[src/hw/nph_pkg.sv]
// package: header layout, flag codes, register map and limits of the packet header controller
package nph_pkg;
  localparam int NPH_HDR_BYTES = 12;
  localparam logic [3:0] NPH_HDR_LAST = 4'hb;
  localparam logic [7:0] NPH_FLG_NEEDS_CSUM = 8'h01;
  localparam logic [7:0] NPH_FLG_DATA_VALID = 8'h02;
  localparam logic [7:0] NPH_FLG_RSC_INFO = 8'h04;
  localparam logic [7:0] NPH_GSO_NONE = 8'h00;
  localparam logic [7:0] NPH_GSO_TCPV4 = 8'h01;
  localparam logic [7:0] NPH_GSO_UDP = 8'h03;
  localparam logic [7:0] NPH_GSO_TCPV6 = 8'h04;
  localparam logic [7:0] NPH_GSO_ECN = 8'h80;
  localparam logic [15:0] NPH_NUMBUF_TX = 16'h0000;
  localparam logic [15:0] NPH_NUMBUF_ONE = 16'h0001;
  localparam logic [16:0] NPH_MAX_STD = 17'd1514;
  localparam logic [16:0] NPH_MAX_LRO = 17'd65550;
  // register byte offsets
  localparam logic [5:0] NPH_REG_FEAT = 6'h00;
  localparam logic [5:0] NPH_REG_TXF = 6'h04;
  localparam logic [5:0] NPH_REG_TXG = 6'h08;
  localparam logic [5:0] NPH_REG_TXC = 6'h0c;
  localparam logic [5:0] NPH_REG_CMD = 6'h10;
  localparam logic [5:0] NPH_REG_RXA = 6'h14;
  localparam logic [5:0] NPH_REG_RXB = 6'h18;
  localparam logic [5:0] NPH_REG_RXC = 6'h1c;
  localparam logic [5:0] NPH_REG_RXS = 6'h20;
  // command bits
  localparam int NPH_CMD_GO = 0;
  localparam int NPH_CMD_RXCLR = 1;
  localparam int NPH_CMD_TXCLR = 2;
  localparam logic [8:0] NPH_FEAT_RST = 9'h000;

  typedef struct packed {
    logic [15:0] num_buffers;
    logic [15:0] csum_offset;
    logic [15:0] csum_start;
    logic [15:0] gso_size;
    logic [15:0] hdr_len;
    logic [7:0] gso_type;
    logic [7:0] flags;
  } nph_hdr_s;

  typedef struct packed {
    logic rsc_ext;
    logic mrg_rxbuf;
    logic guest_lro;
    logic guest_csum;
    logic host_ecn;
    logic host_ufo;
    logic host_tso6;
    logic host_tso4;
    logic csum;
  } nph_feat_s;

  typedef enum logic [2:0] {
    NPH_TX_IDLE = 3'b001,
    NPH_TX_HDR = 3'b010,
    NPH_TX_PAY = 3'b100
  } nph_tx_e;

  typedef enum logic [1:0] {
    NPH_RX_HDR = 2'b01,
    NPH_RX_PAY = 2'b10
  } nph_rx_e;

  // byte i of the header in wire order (little-endian fields)
  function automatic logic [7:0] nph_hdr_byte(input nph_hdr_s h, input logic [3:0] i);
    nph_hdr_byte = h[{i, 3'b000} +: 8];
  endfunction : nph_hdr_byte

  // ones' complement 16-bit add with end-around carry
  function automatic logic [15:0] nph_oc_add(input logic [15:0] a, input logic [15:0] b);
    logic [16:0] s;
    s = {1'b0, a} + {1'b0, b};
    nph_oc_add = s[15:0] + {15'h0000, s[16]};
  endfunction : nph_oc_add

  // byte-lane merge for bus writes
  function automatic logic [31:0] nph_lane(input logic [31:0] old, input logic [31:0] nw, input logic [3:0] sel);
    for (int k = 0; k < 4; k++) begin
      nph_lane[8*k +: 8] = sel[k] ? nw[8*k +: 8] : old[8*k +: 8];
    end
  endfunction : nph_lane
endpackage : nph_pkg

[src/hw/nph_csum.sv]
// ones' complement checksum engine over a byte stream
`timescale 1ns/1ns
module nph_csum
  import nph_pkg::*;
(
  input wire logic clk_i,
  input wire logic rst_i,
  input wire logic ce_i,
  input wire logic clr_i,
  input wire logic vld_i,
  input wire logic [7:0] byte_i,
  output logic [15:0] sum_o
);
  logic [15:0] acc_q;
  logic [7:0] hi_q;
  logic odd_q;
  logic [15:0] fin;

  // big-endian words, odd tail padded with zero
  always_ff @(posedge clk_i) begin
    if (rst_i || (ce_i && clr_i)) begin
      acc_q <= 16'h0000;
      hi_q <= 8'h00;
      odd_q <= 1'b0;
    end else if (ce_i && vld_i) begin
      odd_q <= ~odd_q;
      if (!odd_q) hi_q <= byte_i;
      else acc_q <= nph_oc_add(acc_q, {hi_q, byte_i});
    end
  end

  assign fin = odd_q ? nph_oc_add(acc_q, {hi_q, 8'h00}) : acc_q;
  assign sum_o = ~fin;
endmodule : nph_csum

[src/hw/nph_hdr_mem.sv]
// small word memory holding the last received header, registered read
`timescale 1ns/1ns
module nph_hdr_mem #(
  parameter int AW = 2,
  parameter int DW = 32
) (
  input wire logic clk_i,
  input wire logic ce_i,
  input wire logic we_i,
  input wire logic [AW-1:0] wa_i,
  input wire logic [DW-1:0] wd_i,
  input wire logic re_i,
  input wire logic [AW-1:0] ra_i,
  output logic [DW-1:0] rd_o
);
  logic [DW-1:0] mem_q [0:(1<<AW)-1];

  always_ff @(posedge clk_i) begin
    if (ce_i && we_i) mem_q[wa_i] <= wd_i;
    if (ce_i && re_i) rd_o <= mem_q[ra_i];
  end
endmodule : nph_hdr_mem

[src/hw/nph_ctrl.sv]
// driver-side packet header controller: builds transmit headers, parses receive headers
`timescale 1ns/1ns
// Function
// - each packet is framed behind a 12-byte header with fixed flag and gso codes.
// - with checksum offload, needs-checksum and start/offset locate the result field.
// - software preloads the pseudo-header sum into the packet checksum field.
// - above 1514 bytes only with a segmentation type; device cuts to gso_size.
// - ecn bit in gso_type only with host ecn and a tcp segmentation type.
// - transmit headers carry num_buffers zero; device ignores it.
// - without checksum offload the flags byte stays zero.
// - each segmentation code only with its own negotiated feature.
// - no segmentation features means gso_type is always none.
// - segmentation requires needs-checksum and a nonzero gso_size.
// - hdr_len should cover all protocol headers when segmentation is negotiated.
// - data-valid and coalescing bits never set on transmit.
// - without merged buffers post 65562 or 1526 byte receive buffers.
// - with merged buffers each posted buffer holds at least the header.
module nph_ctrl
  import nph_pkg::*;
#(
  parameter logic [16:0] MAX_STD = NPH_MAX_STD,
  parameter logic [16:0] MAX_LRO = NPH_MAX_LRO
) (
  input wire logic clk_i,
  input wire logic rst_i,
  input wire logic ce_i,
  input wire logic wb_cyc_i,
  input wire logic wb_stb_i,
  input wire logic wb_we_i,
  input wire logic [5:0] wb_adr_i,
  input wire logic [3:0] wb_sel_i,
  input wire logic [31:0] wb_dat_i,
  output logic [31:0] wb_dat_o,
  output logic wb_ack_o,
  output logic [7:0] tx_data_o,
  output logic tx_valid_o,
  output logic tx_last_o,
  input wire logic tx_ready_i,
  input wire logic [7:0] pay_data_i,
  input wire logic pay_valid_i,
  input wire logic pay_last_i,
  output logic pay_ready_o,
  input wire logic [7:0] rx_data_i,
  input wire logic rx_valid_i,
  input wire logic rx_last_i,
  output logic rx_ready_o
);
  // bus slave
  logic pend_q, ack_q;
  logic [5:0] adr_q;
  logic [31:0] dat_q;
  logic [31:0] feat_q, txf_q, txg_q, txc_q;
  nph_feat_s feat;
  wire req = wb_cyc_i & wb_stb_i;
  wire start = req & ~pend_q & ~ack_q;
  // writes land on the acknowledge edge, while the master still holds its data
  wire wr = ack_q & req & wb_we_i;
  wire wr_cmd = wr & (adr_q == NPH_REG_CMD);
  wire cmd_go = wr_cmd & wb_sel_i[0] & wb_dat_i[NPH_CMD_GO];
  wire cmd_rxclr = wr_cmd & wb_sel_i[0] & wb_dat_i[NPH_CMD_RXCLR];
  wire cmd_txclr = wr_cmd & wb_sel_i[0] & wb_dat_i[NPH_CMD_TXCLR];
  wire [31:0] feat_wr = nph_lane(feat_q, wb_dat_i, wb_sel_i);
  assign feat = nph_feat_s'(feat_q[8:0]);

  // transmit state
  nph_tx_e tx_st_q, tx_st_d;
  logic [3:0] tx_idx_q;
  logic tx_vld_q, tx_lst_q, pay_rdy_q, tx_err_q;
  logic [7:0] tx_dat_q;
  nph_hdr_s txh;
  wire [7:0] req_flags = txf_q[7:0];
  wire [7:0] req_gso = txf_q[15:8];
  wire [7:0] gso_base = req_gso & ~NPH_GSO_ECN;
  wire need_csum = (req_flags & NPH_FLG_NEEDS_CSUM) != 8'h00;
  wire is_tcp = (gso_base == NPH_GSO_TCPV4) | (gso_base == NPH_GSO_TCPV6);
  wire e_csum = need_csum & ~feat.csum;
  wire e_gso = ((gso_base == NPH_GSO_TCPV4) & ~feat.host_tso4)
             | ((gso_base == NPH_GSO_TCPV6) & ~feat.host_tso6)
             | ((gso_base == NPH_GSO_UDP) & ~feat.host_ufo)
             | ~(is_tcp | (gso_base == NPH_GSO_UDP) | (gso_base == NPH_GSO_NONE));
  wire e_gfld = (gso_base != NPH_GSO_NONE) & (~need_csum | (txg_q[15:0] == 16'h0000));
  wire e_ecn = ((req_gso & NPH_GSO_ECN) != 8'h00) & (~feat.host_ecn | ~is_tcp);
  wire e_len = ({1'b0, txg_q[31:16]} > MAX_STD) & (gso_base == NPH_GSO_NONE);
  wire tx_bad = e_csum | e_gso | e_gfld | e_ecn | e_len;
  wire tx_fire = tx_vld_q & tx_ready_i;
  wire slot_free = ~tx_vld_q | tx_fire;
  wire pay_take = pay_rdy_q & pay_valid_i;
  wire hdr_load = (tx_st_q == NPH_TX_HDR) & slot_free;
  wire go_ok = cmd_go & (tx_st_q == NPH_TX_IDLE) & ~tx_bad;

  // only needs-checksum survives; the validity and coalescing bits never leave here
  assign txh.flags = req_flags & NPH_FLG_NEEDS_CSUM;
  assign txh.gso_type = req_gso;
  assign txh.hdr_len = txf_q[31:16];
  assign txh.gso_size = txg_q[15:0];
  // start/offset zeroed when unused so stale values never reach the device
  assign txh.csum_start = need_csum ? txc_q[15:0] : 16'h0000;
  assign txh.csum_offset = need_csum ? txc_q[31:16] : 16'h0000;
  assign txh.num_buffers = NPH_NUMBUF_TX;

  always_comb begin
    tx_st_d = tx_st_q;
    unique case (tx_st_q)
      NPH_TX_IDLE: if (go_ok) tx_st_d = NPH_TX_HDR;
      NPH_TX_HDR: if (hdr_load && tx_idx_q == NPH_HDR_LAST) tx_st_d = NPH_TX_PAY;
      NPH_TX_PAY: if (pay_take && pay_last_i) tx_st_d = NPH_TX_IDLE;
      default: tx_st_d = NPH_TX_IDLE;
    endcase
  end

  always_ff @(posedge clk_i) begin
    if (rst_i) begin
      tx_st_q <= NPH_TX_IDLE;
      tx_idx_q <= 4'h0;
      tx_vld_q <= 1'b0;
      tx_lst_q <= 1'b0;
      tx_dat_q <= 8'h00;
      pay_rdy_q <= 1'b0;
    end else if (ce_i) begin
      tx_st_q <= tx_st_d;
      if (hdr_load) tx_idx_q <= tx_idx_q + 4'h1;
      else if (tx_st_q == NPH_TX_IDLE) tx_idx_q <= 4'h0;
      if (hdr_load) begin
        tx_vld_q <= 1'b1;
        tx_dat_q <= nph_hdr_byte(txh, tx_idx_q);
        tx_lst_q <= 1'b0;
      end else if (pay_take) begin
        tx_vld_q <= 1'b1;
        tx_dat_q <= pay_data_i;
        tx_lst_q <= pay_last_i;
      end else if (tx_fire) begin
        tx_vld_q <= 1'b0;
      end
      // half rate: a byte is taken only into an empty output slot
      pay_rdy_q <= (tx_st_d == NPH_TX_PAY) & ~pay_take & slot_free & ~hdr_load;
    end
  end

  // receive state
  nph_rx_e rx_st_q;
  logic [3:0] rx_idx_q;
  logic [23:0] rx_asm_q;
  logic [7:0] rx_flags_q;
  logic [15:0] rx_cst_q, rx_nb_q;
  logic [16:0] rx_len_q;
  logic rx_done_q, rx_err_q, rx_rdy_q, csum_clr;
  logic [15:0] csum_sum;
  logic [31:0] mem_rd;
  wire rx_take = rx_valid_i & rx_rdy_q;
  wire rx_in_hdr = rx_st_q == NPH_RX_HDR;
  wire hdr_end = rx_take & rx_in_hdr & (rx_idx_q == NPH_HDR_LAST);
  wire rx_end = rx_take & rx_last_i;
  wire [31:0] rx_word = {rx_data_i, rx_asm_q};
  wire in_range = ~rx_in_hdr & (rx_len_q >= {1'b0, rx_cst_q});
  wire [16:0] rx_limit = feat.guest_lro ? MAX_LRO : MAX_STD;
  wire f_dv = (rx_flags_q & NPH_FLG_DATA_VALID) != 8'h00;
  wire f_rsc = (rx_flags_q & NPH_FLG_RSC_INFO) != 8'h00;
  wire f_nc = (rx_flags_q & NPH_FLG_NEEDS_CSUM) != 8'h00;
  wire nb_bad = feat.mrg_rxbuf ? (rx_nb_q == 16'h0000) : (rx_nb_q != NPH_NUMBUF_ONE);
  wire fl_bad = ((f_dv | f_nc) & ~feat.guest_csum) | (f_rsc & ~feat.rsc_ext);
  wire len_bad = (rx_len_q + 17'd1) > rx_limit;
  wire rx_bad = rx_in_hdr | nb_bad | fl_bad | len_bad;
  // start/offset are a checksum recipe only when coalescing info is absent
  wire csum_use = f_nc & ~f_rsc;
  wire rx_done_d = rx_end | (rx_done_q & ~cmd_rxclr);
  assign csum_clr = hdr_end;

  always_ff @(posedge clk_i) begin
    if (rst_i) begin
      rx_st_q <= NPH_RX_HDR;
      rx_idx_q <= 4'h0;
      rx_asm_q <= 24'h000000;
      rx_flags_q <= 8'h00;
      rx_cst_q <= 16'h0000;
      rx_nb_q <= 16'h0000;
      rx_len_q <= 17'h00000;
      rx_done_q <= 1'b0;
      rx_err_q <= 1'b0;
      rx_rdy_q <= 1'b0;
    end else if (ce_i) begin
      // a finished packet holds the link until software clears it; set wins
      rx_done_q <= rx_done_d;
      rx_rdy_q <= ~rx_done_d;
      if (rx_end) rx_err_q <= rx_bad;
      else if (cmd_rxclr) rx_err_q <= 1'b0;
      if (rx_take && rx_in_hdr) begin
        rx_asm_q <= rx_word[31:8];
        rx_idx_q <= rx_idx_q + 4'h1;
        if (rx_idx_q == 4'h0) rx_flags_q <= rx_data_i;
        if (rx_idx_q == 4'h7) rx_cst_q <= rx_word[31:16];
        if (rx_idx_q == NPH_HDR_LAST) rx_nb_q <= rx_word[31:16];
      end
      if (rx_end) begin
        rx_st_q <= NPH_RX_HDR;
        rx_idx_q <= 4'h0;
      end else if (hdr_end) begin
        rx_st_q <= NPH_RX_PAY;
        rx_len_q <= 17'h00000;
      end else if (rx_take && !rx_in_hdr && rx_len_q != 17'h1ffff) begin
        rx_len_q <= rx_len_q + 17'd1;
      end
    end
  end

  nph_hdr_mem #(.AW(2), .DW(32)) u_mem (
    .clk_i(clk_i),
    .ce_i(ce_i),
    .we_i(rx_take & rx_in_hdr & (rx_idx_q[1:0] == 2'b11)),
    .wa_i(rx_idx_q[3:2]),
    .wd_i(rx_word),
    .re_i(start),
    .ra_i(2'(wb_adr_i[5:2] - 4'h5)),
    .rd_o(mem_rd)
  );

  nph_csum u_csum (
    .clk_i(clk_i),
    .rst_i(rst_i),
    .ce_i(ce_i),
    .clr_i(csum_clr),
    .vld_i(rx_take & in_range),
    .byte_i(rx_data_i),
    .sum_o(csum_sum)
  );

  // register reads
  wire is_rxw = (adr_q == NPH_REG_RXA) | (adr_q == NPH_REG_RXB) | (adr_q == NPH_REG_RXC);
  wire [31:0] stat = {27'h0000000, csum_use, rx_err_q, rx_done_q, tx_err_q, tx_st_q != NPH_TX_IDLE};
  wire [31:0] rd_mux = (adr_q == NPH_REG_FEAT) ? feat_q
                     : (adr_q == NPH_REG_TXF) ? txf_q
                     : (adr_q == NPH_REG_TXG) ? txg_q
                     : (adr_q == NPH_REG_TXC) ? txc_q
                     : (adr_q == NPH_REG_CMD) ? stat
                     : is_rxw ? mem_rd
                     : (adr_q == NPH_REG_RXS) ? {16'h0000, csum_sum}
                     : 32'h00000000;

  always_ff @(posedge clk_i) begin
    if (rst_i) begin
      pend_q <= 1'b0;
      ack_q <= 1'b0;
      adr_q <= 6'h00;
      dat_q <= 32'h00000000;
      feat_q <= {23'h000000, NPH_FEAT_RST};
      txf_q <= 32'h00000000;
      txg_q <= 32'h00000000;
      txc_q <= 32'h00000000;
      tx_err_q <= 1'b0;
    end else if (ce_i) begin
      pend_q <= start;
      ack_q <= pend_q;
      if (start) adr_q <= wb_adr_i;
      if (pend_q) dat_q <= wb_we_i ? 32'h00000000 : rd_mux;
      if (wr && adr_q == NPH_REG_FEAT) feat_q <= {23'h000000, feat_wr[8:0]};
      if (wr && adr_q == NPH_REG_TXF) txf_q <= nph_lane(txf_q, wb_dat_i, wb_sel_i);
      if (wr && adr_q == NPH_REG_TXG) txg_q <= nph_lane(txg_q, wb_dat_i, wb_sel_i);
      if (wr && adr_q == NPH_REG_TXC) txc_q <= nph_lane(txc_q, wb_dat_i, wb_sel_i);
      // a refused start wins over a clear in the same write
      if (cmd_go && !go_ok) tx_err_q <= 1'b1;
      else if (cmd_txclr) tx_err_q <= 1'b0;
    end
  end

  assign wb_ack_o = ack_q;
  assign wb_dat_o = dat_q;
  assign tx_data_o = tx_dat_q;
  assign tx_valid_o = tx_vld_q;
  assign tx_last_o = tx_lst_q;
  assign pay_ready_o = pay_rdy_q;
  assign rx_ready_o = rx_rdy_q;
endmodule : nph_ctrl

[config.mk]
export PLATFORM = sky130hd
export DESIGN_NAME = nph_ctrl
export DESIGN_NICKNAME = d
export VERILOG_FILES = /design/src/hw/nph_pkg.sv /design/src/hw/nph_csum.sv /design/src/hw/nph_hdr_mem.sv /design/src/hw/nph_ctrl.sv
export SDC_FILE = /design/constraint.sdc
export NUM_CORES = 1
export LEC_CHECK = 0
export ABC_AREA = 1
export BUFFER_PORTS_ARGS = -buffer_cell sky130_fd_sc_hd__buf_4
export CAP_MARGIN = 30
export CORE_UTILIZATION = 25
export CTS_BUF_LIST = sky130_fd_sc_hd__clkbuf_4
export DETAILED_ROUTE_END_ITERATION = 10
export GPL_TIMING_DRIVEN = 0
export PLACE_DENSITY_LB_ADDON = 0.15
export SYNTH_ARGS = -nofsm -noshare
export SYNTH_HDL_FRONTEND = slang
export SYNTH_HIERARCHICAL = 1
export SYNTH_SLANG_ARGS = --single-unit
[constraint.sdc]
create_clock -name clk_i -period 11 [get_ports clk_i]
set_clock_uncertainty 0.1 [all_clocks]
set_input_delay 0.55 -clock clk_i [delete_from_list [all_inputs] [get_ports clk_i]]
set_output_delay 0.55 -clock clk_i [all_outputs]
set_load 0.02 [all_outputs]
==> results.json <==
{
  "finalHoldViolCount": 0,
  "grt_pass1_vias": 19260,
  "whs_ps": 133,
  "worstSetupEndpointType": "register",
  "critPathKind": "reg -> reg",
  "critPathRequiredTime_ps": 11710,
  "synth_cells": 2816,
  "post-route-period-util": 0.390,
  "syn_avg_cell_area_sq_um": 7.64,
  "cp.arrival_ps": 4990,
  "min_path_cells": 6,
  "area_growth_pct": 23.2,
  "fmax_mhz": 233,
  "wl_per_cell_microns": 18.7,
  "ys_ff_latch": 434,
  "fp.coreArea_sq_um": 85100,
  "drive_gt1_frac": 0.138,
  "startpoint_type": "register",
  "dieArea_sq_um": 87200,
  "synth_area_leaders": "dfxtp_1, edfxtp_1, nand2_1",
  "yosys.area.top_type": "dfxtp_1",
  "slew_headroom": 0.322,
  "globalRoute.busiestLayer": "met2",
  "initial_core_util": 0.253,
  "rsz0062_at_grt": "false",
  "grt_usage": 0.190,
  "clkSlewWorstSetupHoldPaths_ps": 60,
  "die_w_microns": 295,
  "cts_setup_buffers": 0,
  "ir_drop_v": 0.0000809,
  "cts_hold_buf": 62,
  "ioPinCount": 114,
  "clock_sinks": 434,
  "ctsResizeCount": 0,
  "vias": 20008,
  "drt_first_iter_violations": 1406,
  "reg2reg_to": "wb_dat_o[15]",
  "setup_ws_ps": 6710,
  "portBuffers": 113,
  "syn_area_sq_um": 21500,
  "grt_pass1_wl_microns": 122000,
  "yosys.area.top_type_share": 0.255,
  "clock_latency_ps": 940,
  "routed_wl_microns": 82300,
  "row_count": 107,
  "synth_ff_type": "dfxtp_1",
  "reg2regPathDepth": 23,
  "outcome": "complete, no violations",
  "htreeDepth": 4,
  "dp_hpwl_microns": 62700,
  "setup_viol": 0,
  "hold_end": "txc_q[20]",
  "use_met3": 0.0336,
  "p_leak_nw": 11.2,
  "grt_start_max_net_pins": 33,
  "ff2ff_setup_slack_ps": 6710,
  "worstPathMaxFanout": 4,
  "max_slew.worst_pin.slew_ps": 1010,
  "via_per_inst": 4.56,
  "async_reset_ff_frac": 0,
  "drc": 0,
  "grt_overflow": 0,
  "clockRootBuffer": "clkbuf_4",
  "p_switching_w": 0.000928,
  "finalMaxSlewViolations": 0,
  "p_per_area_nw_per_um2": 139,
  "yosysUniqueCellTypes": 53,
  "holdCritStartpoint": "wb_sel_i[2]",
  "syn_nets": 2936,
  "totalPowerFinal_w": 0.00368,
  "power.share.clock": 0.475,
  "ant_nets": 0,
  "finalCriticalPeriod_ps": 4290,
  "clk_path_buf_depth": 3,
  "gp_congestion": 0.884,
  "synth_edf_count": 160,
  "die_h_microns": 295,
  "grt_util_met1": 0.254,
  "tns_ps": 0,
  "dpl_worst_slack_ps": 6730,
  "use_met2": 0.308,
  "p_sw_frac": 0.252,
  "antenna_found_initial": 3,
  "comb_power_share": 0.067,
  "pwr-share-seq": 0.458,
  "r2r-start": "u_csum/hi_q[0]",
  "synth.yosys.seq_area_share": 0.478,
  "first_pass_iters": 5,
  "drv_cap": 0,
  "cts_tree": "yes",
  "cts_buffers": 133,
  "ys.warnings.count": 6,
  "internal-power_w": 0.00275,
  "nets": 3264,
  "hp-class": "in -> reg"
}
==> how the worst max path moves through the flow <==
stage                                from                end  slack [ps]
after floorplan                rx_valid_i  u_mem/mem_q[1][0]        7250
after global placement         rx_valid_i  u_mem/mem_q[1][6]        4430
after detailed placement   u_csum/hi_q[0]       wb_dat_o[15]        6730
after CTS                  u_csum/hi_q[0]       wb_dat_o[15]        6700
after global routing      u_csum/acc_q[8]       wb_dat_o[15]        6250
final                      u_csum/hi_q[0]       wb_dat_o[15]        6710
==> metal layers <==
layer	vias up	wire length, microns
met5	-	0
met4	0	1860
met3	111	3920
met2	537	37900
met1	9358	38600
li1	10002	-
==> registers in the layout (all words and copies together) (netlist names), 4 cells and up <==
| register | count |
|---|---|
| adr_q | 6 |
| feat_q | 9 |
| rx_asm_q | 24 |
| rx_cst_q | 16 |
| rx_idx_q | 4 |
| rx_len_q | 17 |
| rx_nb_q | 16 |
| tx_data_o | 8 |
| tx_idx_q | 4 |
| txc_q | 32 |
| txf_q | 32 |
| txg_q | 32 |
| u_csum/acc_q | 16 |
| u_csum/hi_q | 8 |
| u_mem/mem_q | 128 |
| u_mem/rd_o | 32 |
| wb_dat_o | 32 |
==> synthesized netlist by cell type (5+ instances only) <==
library cell  instances
a21oi_1             349
buf_1                 5
buf_2                29
buf_4                 6
buf_6                 9
clkbuf_1             67
dfxtp_1             274
edfxtp_1            160
ha_1                 49
inv_1               426
inv_2                 6
nand2_1             602
nand2_2              11
nand3_1             197
nand4_1              23
nor2_1              180
nor2_2               14
nor3_1               24
o211ai_1             43
o21ai_0             263
o21bai_1              6
xor2_1               21
==> cells by family after synthesis <==
group                    Yosys count  share of synthesized area
AO/OA/AOI/OAI                    683                      0.167
XOR/XNOR                          22                    0.00896
adder cells (fa/ha/maj)           51                     0.0304
buffers and inverters            552                      0.102
flip-flops                       434                      0.478
AND/OR/NAND/NOR                 1074                      0.213
==> through the flow <==
step            util  std cells  area, sq um
3_5_place_dp   0.282       4091        24000
3_3_place_gp   0.279       4073        23800
2_1_floorplan      -       2816        21500
6_report       0.311       4389        26500
5_1_grt        0.311       4389        26500
4_1_cts        0.311       4387        26500
==> worst max-delay path: stages, from the launching register on <==
cell and delay (ps):
dfxtp_1 360, ha_1 160, inv_1 110, fa_1 470, inv_1 100, a21oi_2 90, o31ai_1 470, ha_1 290
nand3_1 80, nor2_1 140, nand3_1 110, nor2_1 140, inv_1 80, nor3_2 210, nand3_1 110, xor2_1 160
nand2_1 60, nand2_1 70, inv_1 140, o21ai_0 140, a21oi_1 230, nand2_1 130, o211ai_1 120, a21oi_1 90
==> area by class of cell <==
| cell class | count | area [sq um] |
|---|---|---|
| antenna | 2 | 5.00 |
| buffer | 116 | 562 |
| clock buffer | 201 | 1510 |
| clock inverter | 33 | 329 |
| fill | 9272 | 58600 |
| inverter | 436 | 1640 |
| multi-input combinational | 1830 | 9040 |
| sequential | 434 | 10300 |
| tap | 1144 | 1430 |
| timing repair buffer | 193 | 1700 |
==> power by group through the flow <==
stage	logic, W	registers [W]	clock network (W)
2_1_floorplan	0.000111	0.00171	0
3_3_place_gp	0.000228	0.00172	0
3_5_place_dp	0.000230	0.00172	0
4_1_cts	0.000249	0.00168	0.00180
5_1_grt	0.000269	0.00168	0.00190
6_report	0.000247	0.00168	0.00175
==> layout by cell type (no fill, tap or decap), types with 21 or more instances in the layout <==
cell type	instances
a21oi_1	349
buf_2	29
buf_4	121
clkbuf_1	67
clkbuf_4	201
dfxtp_1	274
dlygate4sd3_1	62
edfxtp_1	160
ha_1	49
inv_1	425
nand2_1	602
nand3_1	197
nand4_1	23
nor2_1	180
o211ai_1	43
o21ai_0	263
xor2_1	21
(Power assumes the default switching activity.)
